`src/tpg_pkg.sv`:
```
package tpg_pkg;

  // Register map of the controller, byte addresses four apart on the software port
  localparam int ADDR_W = 8;
  localparam int DATA_W = 16;
  localparam logic [7:0] CTRL_OFFSET = 8'h00;
  localparam logic [7:0] PERIOD_OFFSET = 8'h04;
  localparam logic [7:0] DUTY_A_OFFSET = 8'h08;
  localparam logic [7:0] DUTY_B_OFFSET = 8'h0c;
  localparam logic [7:0] DUTY_C_OFFSET = 8'h10;
  localparam logic [7:0] MODE_OFFSET = 8'h14;
  localparam logic [7:0] STATUS_OFFSET = 8'h18;
  localparam logic [7:0] CLEAR_OFFSET = 8'h1c;

  // Control field positions
  localparam int CTRL_RUN_BIT = 0;
  localparam int CTRL_LIMIT_EN_BIT = 1;
  localparam int CTRL_TEMP_AUTO_BIT = 2;
  localparam int CTRL_LATCH_EN_BIT = 3;
  localparam int CTRL_DIS_B_BIT = 4;

  // Clear field positions
  localparam int CLR_LATCH_BIT = 0;
  localparam int CLR_SHORT_BIT = 1;
  localparam int CLR_TEMP_BIT = 2;

  // Status field positions
  localparam int ST_SHORT_BIT = 0;
  localparam int ST_TEMP_BIT = 1;
  localparam int ST_LIMIT_BIT = 2;
  localparam int ST_LATCH_BIT = 3;
  localparam int ST_STOP_BIT = 4;
  localparam int ST_TEMP_NOW_BIT = 5;

  // Reset values
  localparam logic [15:0] CTRL_RESET = 16'h0002;
  localparam logic [15:0] PERIOD_RESET = 16'h03e8;
  localparam logic [15:0] DUTY_RESET = 16'h0000;
  localparam logic [5:0] MODE_RESET = 6'h00;

  // Per-phase drive modes
  typedef enum logic [1:0] {
    TPG_MODE_OFF = 2'b00,
    TPG_MODE_TOP_PWM = 2'b01,
    TPG_MODE_COMP_PWM = 2'b10,
    TPG_MODE_BOTTOM_ON = 2'b11
  } tpg_mode_type;

  // Controller state, Gray coded along idle, run, stopped
  typedef enum logic [1:0] {
    TPG_IDLE = 2'b00,
    TPG_RUN = 2'b01,
    TPG_STOPPED = 2'b11
  } tpg_state_type;

  // Commands to one half bridge
  typedef struct packed {
    logic top;
    logic bottom;
  } tpg_phase_cmd_type;

  // Flags returned by the driver
  typedef struct packed {
    logic short_fault_flag;
    logic temp_flag;
    logic limit_level;
  } tpg_flags_type;

endpackage

```
`src/tpg_controller.sv`:
```
// Operation
// - Controller stops all phase commands at once on the short fault flag.
// - Temperature flag handled by software; response drives commands low or raises a disable.
// - Fault latch set by short or temperature flag raises disable; software clears it.
// - Controller avoids zero and full duty while current limiting is in use.
// - Holding the limit pin at ground disables current limiting; outputs follow commands.
//
// Added by the designer: the placing of the registers and strobed register access.
`timescale 1ns/100ps
module tpg_controller
  import tpg_pkg::*;
#(
  parameter int CW = 16
) (
  input wire logic ref_clk,
  input wire logic reset,
  input wire logic [ADDR_W-1:0] addr,
  input wire logic [DATA_W-1:0] wdata,
  input wire logic wr_stb,
  input wire logic rd_stb,
  output logic [DATA_W-1:0] rdata,
  output logic [2:0] top_side_cmd,
  output logic [2:0] bottom_side_cmd,
  output logic disable_b,
  input wire logic limit_flag_disable_a_i,
  output logic limit_flag_disable_a_o,
  output logic limit_flag_disable_a_oe_n,
  input wire logic short_fault_flag,
  input wire logic temp_flag
);

  if (CW < 2 || CW > DATA_W) begin : g_chk
    $error("tpg_controller: counter width must lie between 2 and the data width");
  end

  ////////////////////////////////////////////////////////////////////////////
  // Registers

  logic [DATA_W-1:0] ctrl_reg;
  logic [CW-1:0] period_reg;
  logic [CW-1:0] duty_reg [3];
  logic [5:0] mode_reg;
  logic [DATA_W-1:0] rdata_reg;
  logic [DATA_W-1:0] rdata_next;
  logic short_seen_reg;
  logic temp_seen_reg;
  logic latch_reg;
  logic [CW-1:0] count_reg;
  logic [CW-1:0] count_next;
  tpg_state_type state_reg;
  tpg_state_type state_next;
  tpg_flags_type flags;
  tpg_phase_cmd_type phase_cmd [3];

  wire run_en = ctrl_reg[CTRL_RUN_BIT];
  wire limit_en = ctrl_reg[CTRL_LIMIT_EN_BIT];
  wire temp_auto = ctrl_reg[CTRL_TEMP_AUTO_BIT];
  wire latch_en = ctrl_reg[CTRL_LATCH_EN_BIT];
  wire dis_b_sw = ctrl_reg[CTRL_DIS_B_BIT];

  assign flags.short_fault_flag = short_fault_flag;
  assign flags.temp_flag = temp_flag;
  assign flags.limit_level = limit_flag_disable_a_i;

  // Address decode and write strobes
  wire wr_ctrl = wr_stb && (addr == CTRL_OFFSET);
  wire wr_period = wr_stb && (addr == PERIOD_OFFSET);
  wire wr_mode = wr_stb && (addr == MODE_OFFSET);
  wire wr_clear = wr_stb && (addr == CLEAR_OFFSET);
  wire [2:0] wr_duty = {wr_stb && (addr == DUTY_C_OFFSET),
                        wr_stb && (addr == DUTY_B_OFFSET),
                        wr_stb && (addr == DUTY_A_OFFSET)};
  wire clr_latch = wr_clear && wdata[CLR_LATCH_BIT];
  wire clr_short = wr_clear && wdata[CLR_SHORT_BIT];
  wire clr_temp = wr_clear && wdata[CLR_TEMP_BIT];

  // Status word, unused bits read zero
  wire [DATA_W-1:0] status_word = {{(DATA_W-6){1'b0}}, flags.temp_flag, (state_reg == TPG_STOPPED), latch_reg,
                                   flags.limit_level, temp_seen_reg, short_seen_reg};

  // Read multiplexer, unmapped addresses read zero
  always_comb begin
    if (addr == CTRL_OFFSET) begin
      rdata_next = ctrl_reg;
    end else if (addr == PERIOD_OFFSET) begin
      rdata_next = DATA_W'(period_reg);
    end else if (addr == DUTY_A_OFFSET) begin
      rdata_next = DATA_W'(duty_reg[0]);
    end else if (addr == DUTY_B_OFFSET) begin
      rdata_next = DATA_W'(duty_reg[1]);
    end else if (addr == DUTY_C_OFFSET) begin
      rdata_next = DATA_W'(duty_reg[2]);
    end else if (addr == MODE_OFFSET) begin
      rdata_next = {{(DATA_W-6){1'b0}}, mode_reg};
    end else if (addr == STATUS_OFFSET) begin
      rdata_next = status_word;
    end else begin
      rdata_next = '0;
    end
  end

  // Software registers and read data
  always_ff @(posedge ref_clk) begin
    if (reset) begin
      ctrl_reg <= CTRL_RESET;
      period_reg <= CW'(PERIOD_RESET);
      mode_reg <= MODE_RESET;
      rdata_reg <= '0;
    end else begin
      if (wr_ctrl) ctrl_reg <= wdata;
      if (wr_period) period_reg <= wdata[CW-1:0];
      if (wr_mode) mode_reg <= wdata[5:0];
      rdata_reg <= rd_stb ? rdata_next : '0;
    end
  end

  assign rdata = rdata_reg;

  // Duty registers, one per phase
  for (genvar i = 0; i < 3; i++) begin : g_duty
    always_ff @(posedge ref_clk) begin
      if (reset) begin
        duty_reg[i] <= CW'(DUTY_RESET);
      end else if (wr_duty[i]) begin
        duty_reg[i] <= wdata[CW-1:0];
      end
    end
  end

  ////////////////////////////////////////////////////////////////////////////
  // Fault handling

  // Sticky flags and fault latch; a new event wins over a clear
  always_ff @(posedge ref_clk) begin
    if (reset) begin
      short_seen_reg <= 1'b0;
      temp_seen_reg <= 1'b0;
      latch_reg <= 1'b0;
    end else begin
      short_seen_reg <= flags.short_fault_flag || (short_seen_reg && !clr_short);
      temp_seen_reg <= flags.temp_flag || (temp_seen_reg && !clr_temp);
      latch_reg <= (latch_en && (flags.short_fault_flag || flags.temp_flag)) || (latch_reg && !clr_latch);
    end
  end

  // Run state: a short fault stops commands until software clears it
  always_comb begin
    state_next = state_reg;
    case (state_reg)
      TPG_IDLE: begin
        if (run_en && !short_seen_reg) state_next = TPG_RUN;
      end
      TPG_RUN: begin
        if (flags.short_fault_flag) state_next = TPG_STOPPED;
        else if (!run_en) state_next = TPG_IDLE;
      end
      TPG_STOPPED: begin
        if (clr_short && !flags.short_fault_flag) state_next = TPG_IDLE;
      end
      default: state_next = TPG_IDLE;
    endcase
  end

  // PWM period counter
  assign count_next = (count_reg >= period_reg - CW'(1)) ? '0 : count_reg + CW'(1);

  always_ff @(posedge ref_clk) begin
    if (reset) begin
      state_reg <= TPG_IDLE;
      count_reg <= '0;
    end else begin
      state_reg <= state_next;
      count_reg <= (state_reg == TPG_RUN) ? count_next : '0;
    end
  end

  ////////////////////////////////////////////////////////////////////////////
  // Phase commands

  for (genvar i = 0; i < 3; i++) begin : g_phase
    tpg_phase_pwm #(
      .CW(CW)
    ) u_pwm (
      .ref_clk(ref_clk),
      .reset(reset),
      .count(count_reg),
      .period(period_reg),
      .duty(duty_reg[i]),
      .mode(tpg_mode_type'(mode_reg[2*i +: 2])),
      .limit_en(limit_en),
      .cmd(phase_cmd[i])
    );
  end

  // Commands drop in the same cycle as a short flag or a temperature stop
  wire cmd_gate = (state_reg == TPG_RUN) && !flags.short_fault_flag && !(temp_auto && temp_seen_reg);

  for (genvar i = 0; i < 3; i++) begin : g_out
    assign top_side_cmd[i] = phase_cmd[i].top && cmd_gate;
    assign bottom_side_cmd[i] = phase_cmd[i].bottom && cmd_gate;
  end

  // Second disable: software request or fault latch
  assign disable_b = dis_b_sw || latch_reg;

  // Limit pin: driven high by the fault latch, held low to disable limiting, else released
  assign limit_flag_disable_a_o = latch_reg;
  assign limit_flag_disable_a_oe_n = !(latch_reg || !limit_en);

endmodule

```
`src/tpg_phase_pwm.sv`:
```
`timescale 1ns/100ps
module tpg_phase_pwm
  import tpg_pkg::*;
#(
  parameter int CW = 16
) (
  input wire logic ref_clk,
  input wire logic reset,
  input wire logic [CW-1:0] count,
  input wire logic [CW-1:0] period,
  input wire logic [CW-1:0] duty,
  input wire tpg_mode_type mode,
  input wire logic limit_en,
  output tpg_phase_cmd_type cmd
);

  if (CW < 2) begin : g_chk
    $error("tpg_phase_pwm: counter width below 2");
  end

  logic [CW-1:0] duty_low;
  logic [CW-1:0] duty_high;
  logic [CW-1:0] duty_eff;
  logic top_on;
  tpg_phase_cmd_type cmd_next;
  tpg_phase_cmd_type cmd_reg;

  // Keep every period with a top rising edge when limiting is in use
  assign duty_low = (duty == '0) ? CW'(1) : duty;
  assign duty_high = (duty_low >= period) ? period - CW'(1) : duty_low;
  assign duty_eff = limit_en ? duty_high : duty;
  assign top_on = (count < duty_eff);

  // Mode selection of the two commands
  assign cmd_next.top = (mode == TPG_MODE_TOP_PWM || mode == TPG_MODE_COMP_PWM) && top_on;
  assign cmd_next.bottom = (mode == TPG_MODE_BOTTOM_ON) || (mode == TPG_MODE_COMP_PWM && !top_on);

  // Registered commands
  always_ff @(posedge ref_clk) begin
    if (reset) begin
      cmd_reg <= '0;
    end else begin
      cmd_reg <= cmd_next;
    end
  end

  assign cmd = cmd_reg;

endmodule

```
`config.mk`:
```
export PLATFORM = sky130hd
export DESIGN_NAME = tpg_controller
export DESIGN_NICKNAME = d
export VERILOG_FILES = /design/src/tpg_pkg.sv /design/src/tpg_controller.sv /design/src/tpg_phase_pwm.sv
export SDC_FILE = /design/constraint.sdc
export NUM_CORES = 1
export LEC_CHECK = 0
export BUFFER_PORTS_ARGS = -buffer_cell sky130_fd_sc_hd__buf_2
export CORE_ASPECT_RATIO = 1.25
export CORE_MARGIN = 2
export CORE_UTILIZATION = 48
export CTS_CLUSTER_DIAMETER = 50
export CTS_CLUSTER_SIZE = 16
export DETAILED_ROUTE_END_ITERATION = 8
export PLACE_DENSITY = 0.65
export SYNTH_ARGS = -nofsm -noshare
export SYNTH_HDL_FRONTEND = slang
export SYNTH_SLANG_ARGS = --single-unit
```
`constraint.sdc`:
```
create_clock -name ref_clk -period 5 [get_ports ref_clk]
set_clock_uncertainty 0.05 [all_clocks]
set_input_delay 0.25 -clock ref_clk [delete_from_list [all_inputs] [get_ports ref_clk]]
set_output_delay 0.25 -clock ref_clk [all_outputs]
set_load 0.05 [all_outputs]
```
---- Yosys cells after proc, flatten, opt, wreduce, memory -nomap -nowiden ----
Memory sizes are Yosys's and may differ from the RTL's.
Index checks and enable logic that the tools add are counted.
storage, ports and cells
  input port bits ......................... 31
  RAM bits ................................ 48
  memories kept ........................... 1
  output and inout port bits .............. 25
  bits in registers ....................... 81
  word-level logic and storage cells ...... 148
cells by class
  equality and inequality tests ........... 21
  bitwise logic cells ..................... 5
  add/sub/neg operators ................... 2
  muxes and demuxes ....................... 35
  reductions and logical operators ........ 62
  $lt $le $gt $ge ......................... 7
memories
  memory    words  bits a word  rd ports  clocked after Yosys merged registers in  wr ports  RTL line              source
  duty_reg  3      16           3         0                                        3         tpg_controller.sv:41  logic [CW-1:0] duty_reg [3];
operators with widths
  cell                   count
  $mux 16                17
  $ge 16x16->1           4
  $logic_not 16->1       3
  $lt 16x16->1           3
  $eq 8x5->1 const B     4
  $logic_and 1x1->1      31
  $add 16x1->16 const B  1
  $eq 8x4->1 const B     2
  $sub 16x1->16 const B  1
  $eq 2x2->1 const B     7
  $logic_or 1x1->1       12
  $mux 6                 2
  $logic_not 1->1        11
  $mux 1                 11
  $eq 2x1->1 const B     4
  $eq 8x3->1 const B     1
  $logic_not 8->1        1
  $mux 2                 4
  $pmux 2 s3             1
  $ne 3x3->1 const B     1
  $or 1x1->1             3
  $reduce_and 3->1       1
  $reduce_or 3->1        1
  $logic_not 2->1        1
  4 further kinds        5

---- Longest topological paths before layout ----
Gate-level depths: netlist of the first run.
An unclocked memory read counts as a cell.
  depth in word-level cells ............... 10
  gate-level depth with buffers ........... 18
  gate-level depth less buffers ........... 16

---- Hierarchy ----
From an unflattened synthesis of the first run, not the netlist that was laid out.
unflattened totals
  cells, all modules ...................... 1202
  area, all modules ....................... 10318.6 um^2
by module, submodules not included
  module                                 cells an instance  area an instance (um^2)  instances
  tpg_controller                         628                6087.1                   1
  tpg_phase_pwm at g_phase[0].u_pwm ...  192                1395.1                   2
  tpg_phase_pwm at g_phase[2].u_pwm      190                1441.4                   1

---- Worst setup path after synthesis of the first run ----
Ideal clock, no wire load.
  path kind ............................... flip-flop to flip-flop
  start ................................... mem duty_reg[0][7]
  end ..................................... reg g_phase[0].u_pwm.cmd_reg, in the netlist g_phase[0].u_pwm.cmd[1]
  arrival ................................. 3791 ps
  stages on the path, launching flop included .. 17
  path slack .............................. 998 ps
  library setup time ...................... 161 ps
  cells stage by stage .................... edfxtp_1 > nor4_1 > a41oi_1 > ha_1 > nand2b_1 > a2111oi_0 > nand3b_1 > and3_1 > nor2_2 > buf_2 > mux2i_1 > ha_1 > a21o_1 > a21oi_1 > a2111oi_0 > a2111o_1 > a31oi_1
RTL lines
  element               RTL line              source
  from (decl)           tpg_controller.sv:41
  to (signal assigned)  tpg_phase_pwm.sv:43   cmd_reg <= cmd_next;
  to (decl)             tpg_phase_pwm.sv:26   tpg_phase_cmd_type cmd_reg;

==> results of run 1 <==
[path summary, 6_finish.rpt]
check | endpoint | depth (start not counted) | startpoint | slack, ns
worst min register to register | ctrl_reg[14] | 2 | ctrl_reg[14] | 0.41
worst max register to register | g_phase[1].u_pwm.cmd[1] | 16 | duty_reg[1][9] | 0.39
worst min-delay path | temp_seen_reg | 3 | temp_flag | 0.03
worst max-delay path | g_phase[1].u_pwm.cmd[1] | 16 | duty_reg[1][9] | 0.39
[power groups by stage]
stage | combinational, uW | sequential, uW | clock [uW]
after floorplan | 163 | 1150 | 0
after global placement | 229 | 1160 | 0
after detailed placement | 232 | 1160 | 0
after CTS | 233 | 1140 | 1300
after global routing | 260 | 1150 | 1350
final | 236 | 1140 | 1290
[kinds of logic after synthesis]
logic type / share of synthesized area, %
compound gates: 16.1
xor+xnor: 2.63
fa+ha+maj: 15.7
buf+inv: 5.71
flops: 32.8
mux: 7.47
simple gates: 19.6
[routing by layer]
metal / GRT usage (%) / vias to the layer above / share of wire [%]
met1: 36.5 / 3882 / 42
li1: - / 3851 / -
met3: 4.36 / 73 / 6.4
met4: 12.6 / 0 / 4.2
met5: 0 / - / 0
met2: 45.7 / 291 / 47
[cell usage in the layout, fill, tap and decap left out, drive strengths merged, types with 23 or more instances in the layout]
master,instances
nor2,46
mux2i,64
dfxtp,81
a21oi,95
nand2,134
edfxtp,48
and2,55
nand3,23
buf,81
inv,53
nor3,28
ha,117
o21ai,40
[through the flow]
| stage | worst slack [ns] | cell area [um^2] | utilization [%] | hold slack (ns) |
|---|---|---|---|---|
| 6_report | 0.386 | 10300 | 53.7 | 0.0255 |
| 3_5_place_dp | 0.295 | 9730 | 50.5 | 0.399 |
| 5_1_grt | 0.117 | 10300 | 53.7 | 0.0450 |
| 3_3_place_gp | 0.437 | 9730 | 50.5 | 0.393 |
| 4_1_cts | 0.258 | 10300 | 53.6 | 0.0231 |
| 2_1_floorplan | 0.998 | 9330 | - | 0.317 |
[cell type report]
type                            instances  area, um^2  share of cell area (%)
Tap cell                              236         295                    2.85
Clock buffer                           17         425                    4.11
Clock inverter                         15         170                    1.65
Sequential cell                       129        3060                    29.6
Timing Repair Buffer                   81         470                    4.55
Inverter                               44         165                    1.60
Multi-Input combinational cell        807        5750                    55.6
[critical path, stage by stage (launching register included)]
cell	delay, ns
edfxtp_1	0.49
nor4_1	0.45
buf_4	0.22
a41oi_1	0.21
ha_1	0.35
a31oi_1	0.15
nor2b_1	0.08
o31ai_2	0.31
a31oi_4	0.29
mux2i_1	0.20
ha_1	0.34
a21o_1	0.12
a21oi_1	0.10
a2111o_1	0.46
or3_1	0.39
a31oi_1	0.18
nor3_1	0.08
==> flow_summary.yaml, run 1 <==
detailed_routing:
  drc: 0
  vias: 8097
  dr.pass1.iters: 5
  drt_iter0_drc: 569
  ant_nets: 0
  postRouteWirelength_um: 28200
  wl_per_cell_um: 21.2
  via_per_inst: 6.09
hold_path:
  hold_class: "in2reg"
timing:
  max-slew-margin-rel_pct: 20.5
  tns_ns: 0
  slew_violations: 0
  setup_viol: 0
  fin_crit_sh_pct: 92.3
  max_slew.worst_pin.slew_ns: 1.19
  fin_crit_ns: 4.61
  rsz0062_at_grt: "false"
  fmax_mhz: 217
  finalHoldViolCount: 0
yosys:
  synth_top_area_share_pct: 17.4
  synth_top_cell_by_area: "dfxtp_1"
  synth_common_cells: "nand2_1 (132), ha_1 (117), a21oi_1 (95), dfxtp_1 (81), mux2i_1 (64)"
  synth_seq_cells: 129
  synth-edff-count: 48
  synth_nets: 1211
  synth_cell_type_count: 68
  synth_most_common_cell: "nand2_1"
  synth_seq_area_share_pct: 32.8
  syn_inst: 1063
  async_reset_ff_share_pct: 0
  synth.cell_area_mm2: 0.00933
  synthFlopType: "dfxtp_1"
  ys_top_cells_by_area: "dfxtp_1 (17%), ha_1 (16%), edfxtp_1 (15%)"
  yosys_warnings: 0
  avgSynthCellArea_um2: 8.77
clock_tree:
  root_buffer: "clkbuf_16"
  post-cts-setup-buffers: 0
  ctsHoldBuffers: 0
  htreeDepth: 4
  cts_tree: "yes"
  clockBufferDepth: 2
  cts_resized: 0
  clock_latency_ns: 0.43
  cts_sinks: 129
  cts_inserted_buffers: 17
  path_clk_slew_ns: 0.07
placed_design:
  port_buffers: 55
  gp_congestion: 1.01
  hpwl_um: 21800
  dp.cells: 1297
finish:
  fin_cells: 1329
  nFillCells: 1815
  area_growth_pct: 10.9
  diodes: 0
  largest_reg_flops: 48
  drive_gt1_share_pct: 12.9
  fin_nets: 1228
worst_setup_path:
  critPathRequiredTime_ns: 5.23
  start_kind: "flip-flop"
  crit_path_end_kind: "flip-flop"
  worstPathMaxFanout: 12
  worstPathArrival_ns: 4.84
  crit_type: "reg2reg"
power_and_ir_drop:
  swShare_pct: 26.8
  p_comb_share_pct: 8.9
  p_sw_uw: 715
  pwr-share-clk_pct: 48.3
  peakVddDrop_v: 0.000248
  power_uw: 2670
  internal_power_uw: 1950
  p_leak_uw: 0.00453
  p_per_area_mw_per_mm2: 258
  seq_power_share_pct: 42.9
floorplan:
  die-area_mm2: 0.0206
  die-width_um: 129
  pin_count: 56
  start_util_pct: 48.4
  die_height_um: 160
  row_count: 57
  core_mm2: 0.0193
global_routing:
  overflow: 0
  grt_max_degree: 35
  grt_pass1_wl_um: 44400
  antenna_found_initial: 1
  grt_pass1_vias: 8030
  grt_usage_pct: 28.0
run_status:
  outcome: "complete, no violations"
run:
  cap_violations: 0
(Power assumes the default switching activity.)
==> run 2: changes to the inputs <==
GPL_TIMING_DRIVEN = 0   (was not set)
==> run 2 against run 1 <==
Against the previous run: critical path depth is the same; global-route usage grew 0.72 points; register-to-register slack lost 0.26 ns; sequential power is essentially flat; design area grew 2.5%; worst hold slack gained 0.0030 ns; non-clock buffer count grew 57; die area is the same.
==> flow_summary.yaml, run 2 (synthesized netlist as in run 1, its figures left out) <==
power_and_ir_drop:
  p_per_area_mw_per_mm2: 249
  peakVddDrop_v: 0.000225
  p_leak_uw: 0.00457
timing:
  slew_violations: 0
  fin_crit_sh_pct: 97.5
  fmax_mhz: 205
  rsz0062_at_grt: "false"
  finalHoldViolCount: 0
  hold_slack_ns: 0.0285
  max_slew.worst_pin.slew_ns: 1.04
  tns_ns: 0
  worst_slack_ns: 0.124
  setup_viol: 0
  fin_crit_ns: 4.88
  max-slew-margin-rel_pct: 30.3
global_routing:
  grt_usage_pct: 28.8
  grt_pass1_wl_um: 44600
  grt_pass1_vias: 8084
  antenna_found_initial: 0
  overflow: 0
  grt_max_degree: 17
placed_design:
  hpwl_um: 22700
  dpl_cell_area_mm2: 0.00989
  port_buffers: 54
  gp_congestion: 0.926
  dp.cells: 1353
  place_ws_ns: -0.618
clock_tree:
  cts_inserted_buffers: 17
  ctsHoldBuffers: 0
  path_clk_slew_ns: 0.07
  clock_latency_ns: 0.44
  root_buffer: "clkbuf_16"
  cts_tree: "yes"
  clockBufferDepth: 2
  cts_sinks: 129
  htreeDepth: 4
finish:
  multi_input_area_mm2: 0.00586
  drive_gt1_share_pct: 12.8
  ff_latch_area_mm2: 0.00306
  largest_reg_flops: 48
  nFillCells: 1790
  diodes: 0
  finalInstanceArea_mm2: 0.0106
  layout_common_cells: "nand2_1 (132), ha_1 (117), a21oi_1 (94), dfxtp_1 (81), mux2i_1 (64)"
  fin_nets: 1285
  area_growth_pct: 13.7
  final_common_cell: "nand2_1"
  fin_cells: 1386
detailed_routing:
  drt_iter0_drc: 591
  vias: 8194
  via_per_inst: 5.91
  drc: 0
  ant_nets: 0
  dr.pass1.iters: 5
  wl_per_cell_um: 20.9
  postRouteWirelength_um: 29000
run:
  cap_violations: 0
worst_setup_path:
  reg2reg_depth: 16
  critPathRequiredTime_ns: 5.26
  worstPathArrival_ns: 5.14
  start_kind: "flip-flop"
  crit_type: "reg2reg"
  crit_path_end_kind: "flip-flop"
  slowest_delay_ns: 0.55
  cp_cell_sequence: "nor4_2, a41oi_1, ha_1, a31oi_1, nor2b_1, o31ai_4, a31oi_4, buf_2, mux2i_1, ha_1, nand4_1, o21ai_0, a31oi_1, o21ai_0, nor4b_1, a21oi_1"
  worstPathMaxFanout: 10
  cp_slowest_cell: "nor4_2"
floorplan:
  pin_count: 56
  die_height_um: 160
  core_mm2: 0.0193
  die-area_mm2: 0.0206
  die-width_um: 129
  row_count: 57
  start_util_pct: 48.4
hold_path:
  hold_class: "in2reg"
  hold-path-cell-count: 3
run_status:
  outcome: "complete, no violations"
[run 2: metrics by stage]
step / utilization, % / total power [uW]
2_1_floorplan: - / 1310
3_3_place_gp: 51.4 / 1410
3_5_place_dp: 51.4 / 1410
4_1_cts: 54.7 / 2620
5_1_grt: 55.1 / 2710
6_report: 55.1 / 2640
[run 2: worst max-delay path: cells and delay by family (launching register included)]
family	cells	cell delay [ns]
buffers and inverters	1	0.39
AOI/OAI and AO/OA	8	1.66
and+or+nand+nor	4	1.28
adders and majority gates	2	0.64
DFF	1	0.49
muxes	1	0.24
[run 2: final timing paths]
path / start / to / slack (ns)
setup / recovery: duty_reg[1][10] / g_phase[1].u_pwm.cmd[0] / 0.12
hold / removal: temp_flag / temp_seen_reg / 0.03
setup reg to reg: duty_reg[1][10] / g_phase[1].u_pwm.cmd[0] / 0.12
hold reg to reg: ctrl_reg[12] / ctrl_reg[12] / 0.41
[run 2: repair_timing]
| item | in CTS | in global routing |
|---|---|---|
| gates resized for setup | 11 | 14 |
| endpoints found under the setup margin | 6 | 5 |
| buffers inserted | 0 | 2 |
| pin swaps | 0 | 9 |
[run 2: cell type report]
| cell class | instances | area share, % |
|---|---|---|
| clock inverter | 13 | 1.07 |
| sequential | 129 | 28.9 |
| buffer | 82 | 3.47 |
| timing repair buffer | 56 | 2.69 |
| inverter | 44 | 1.56 |
| tap | 236 | 2.78 |
| multi-input combinational | 807 | 55.3 |
| clock buffer | 19 | 4.28 |
[run 2: where the power goes]
| group | total, uW | switching (uW) | leakage (uW) | internal, uW |
|---|---|---|---|---|
| Clock | 1230 | 552 | 0.000284 | 682 |
| Combinational | 251 | 154 | 0.00318 | 96.8 |
| Sequential | 1150 | 40.4 | 0.00111 | 1110 |
| Total | 2640 | 746 | 0.00457 | 1890 |
[run 2: metal layers]
layer	up-vias	GRT usage, %	part of all wire (%)
met5	-	0	0
met4	0	14.3	4.9
met3	85	5.03	6.2
met2	299	48.9	49
met1	3851	34.7	40
li1	3959	-	-
==> run 3: changes to the inputs <==
CTS_BUF_LIST = sky130_fd_sc_hd__clkbuf_8   (was not set)
==> run 3 against run 2 <==
Against the previous run: via count up 0.79%; clock-buffer cell count down 2; maximum frequency down 1.5%; power down 12%; flip-flop and latch count unchanged; sequential share of layout area up 0.45 points; combinational power about the same; non-clock buffer count up 2; clock power down 26%; global-route usage down 0.24 points; worst hold slack worse by 0.017 ns; critical path depth unchanged; critical path type unchanged; critical endpoint unchanged; highest routed layer unchanged.
==> flow_summary.yaml, run 3 (synthesized netlist as in run 1, its figures left out) <==
detailed_routing:
  wl_per_cell_um: 20.8
  drc: 0
  vias: 8259
  dr.pass1.iters: 5
  ant_nets: 0
  drt_iter0_drc: 548
  via_per_inst: 5.95
  postRouteWirelength_um: 28900
worst_setup_path:
  worstPathMaxFanout: 10
  crit_type: "reg2reg"
  cp_top_family: "compound AO/OA/AOI/OAI gates"
  crit_path_end_kind: "flip-flop"
  start_kind: "flip-flop"
  cp_cell_sequence: "nor4_2, a41oi_1, ha_1, a31oi_1, nor2b_1, o31ai_4, a31oi_4, buf_2, mux2i_1, ha_1, nand4_1, o21ai_0, a31oi_1, o21ai_0, nor4b_1, a21oi_1"
  cp_num_buf_inv: 1
  slowest_delay_ns: 0.57
  cp_slowest_cell: "nor4_2"
  worstPathArrival_ns: 5.24
  critPathRequiredTime_ns: 5.29
global_routing:
  grt_pass1_vias: 8071
  antenna_found_initial: 0
  grt_usage_pct: 28.5
  grt_max_degree: 17
  grt_pass1_wl_um: 44400
  overflow: 0
placed_design:
  port_buffers: 54
  hpwl_um: 22700
  dpl_cell_area_mm2: 0.00989
  gp_congestion: 0.926
  place_ws_ns: -0.618
floorplan:
  core_mm2: 0.0193
  start_util_pct: 48.4
  die-width_um: 129
  pin_count: 56
  die-area_mm2: 0.0206
  row_count: 57
  die_height_um: 160
finish:
  layout_common_cells: "nand2_1 (132), ha_1 (117), a21oi_1 (94), dfxtp_1 (81)"
  largest_reg_flops: 48
  diodes: 0
  drive_gt1_share_pct: 12.8
  fin_nets: 1287
  ff_latch_area_mm2: 0.00306
  final_common_cell: "nand2_1"
  nFillCells: 1825
  multi_input_area_mm2: 0.00586
  finalInstanceArea_mm2: 0.0104
  area_growth_pct: 11.9
timing:
  fin_crit_sh_pct: 99.0
  fin_crit_ns: 4.95
  slew_violations: 0
  max-slew-margin-rel_pct: 31.2
  setup_viol: 0
  hold_slack_ns: 0.0117
  worst_slack_ns: 0.0509
  max_slew.worst_pin.slew_ns: 1.03
  fmax_mhz: 202
  finalHoldViolCount: 0
clock_tree:
  clock_latency_ns: 0.46
  clockBufferDepth: 2
  path_clk_slew_ns: 0.10
  cts_sinks: 129
  cts_tree: "yes"
  root_buffer: "clkbuf_8"
  htreeDepth: 4
  cts_inserted_buffers: 17
hold_path:
  hold_class: "in2reg"
power_and_ir_drop:
  peakVddDrop_v: 0.000206
  p_leak_uw: 0.00450
  p_per_area_mw_per_mm2: 221
run:
  cap_violations: 0
run_status:
  outcome: "complete, no violations"
[run 3: per-layer routing]
metal  share of wire [%]  global-route usage (%)  up-vias
li1                    -                       -     3973
met1                  41                    34.9     3915
met2                  49                    49.1      292
met3                 5.4                    3.58       79
met4                 5.0                    13.9        0
met5                   0                       0        -
[run 3: worst paths after layout]
path / startpoint / endpoint / slack, ns / cells after the start
worst max register to register: duty_reg[1][10] / g_phase[1].u_pwm.cmd[0] / 0.05 / 16
worst max-delay path: duty_reg[1][10] / g_phase[1].u_pwm.cmd[0] / 0.05 / 16
worst min-delay path: wdata[10] / ctrl_reg[10] / 0.01 / 3
worst min register to register: ctrl_reg[9] / ctrl_reg[9] / 0.41 / 2
[run 3: timing repair]
item,4_1_cts,5_1_grt
setup buffers,0,2
hold buffers,2,0
pin swaps,0,7
gates cloned,0,0
gates resized for setup,10,14
hold endpoints to repair,2,0
setup endpoints to repair,6,5
[run 3: power breakdown]
group / total (uW) / switching [uW] / internal (uW)
Clock: 907 / 497 / 410
Sequential: 1150 / 40.6 / 1110
Combinational: 252 / 154 / 97.4
[run 3: metrics by stage]
stage | std cells | setup TNS (ns) | utilization (%) | total power (uW)
floorplan | 1063 | 0 | - | 1310
global placement | 1353 | -1.30 | 51.4 | 1410
detailed placement | 1353 | -1.51 | 51.4 | 1410
CTS | 1387 | -0.0255 | 53.8 | 2310
global route | 1388 | -0.0139 | 54.2 | 2380
finish | 1388 | 0 | 54.2 | 2310
[run 3: area by class of cell]
type	instances	share of cell area [%]
multi-input combinational	807	56.2
sequential	129	29.3
buffer	82	3.50
timing repair buffer	58	2.92
tap	236	2.83
clock buffer	17	2.24
inverter	44	1.58
clock inverter	15	1.41
[run 3: worst register-to-register path, stage by stage (launching register included)]
cell and delay [ns]:
edfxtp_1 0.50, nor4_2 0.57, a41oi_1 0.33, ha_1 0.36, a31oi_1 0.07, nor2b_1 0.21, o31ai_4 0.11, a31oi_4 0.40
buf_2 0.39, mux2i_1 0.25, ha_1 0.28, nand4_1 0.17, o21ai_0 0.11, a31oi_1 0.24, o21ai_0 0.34, nor4b_1 0.35
a21oi_1 0.11
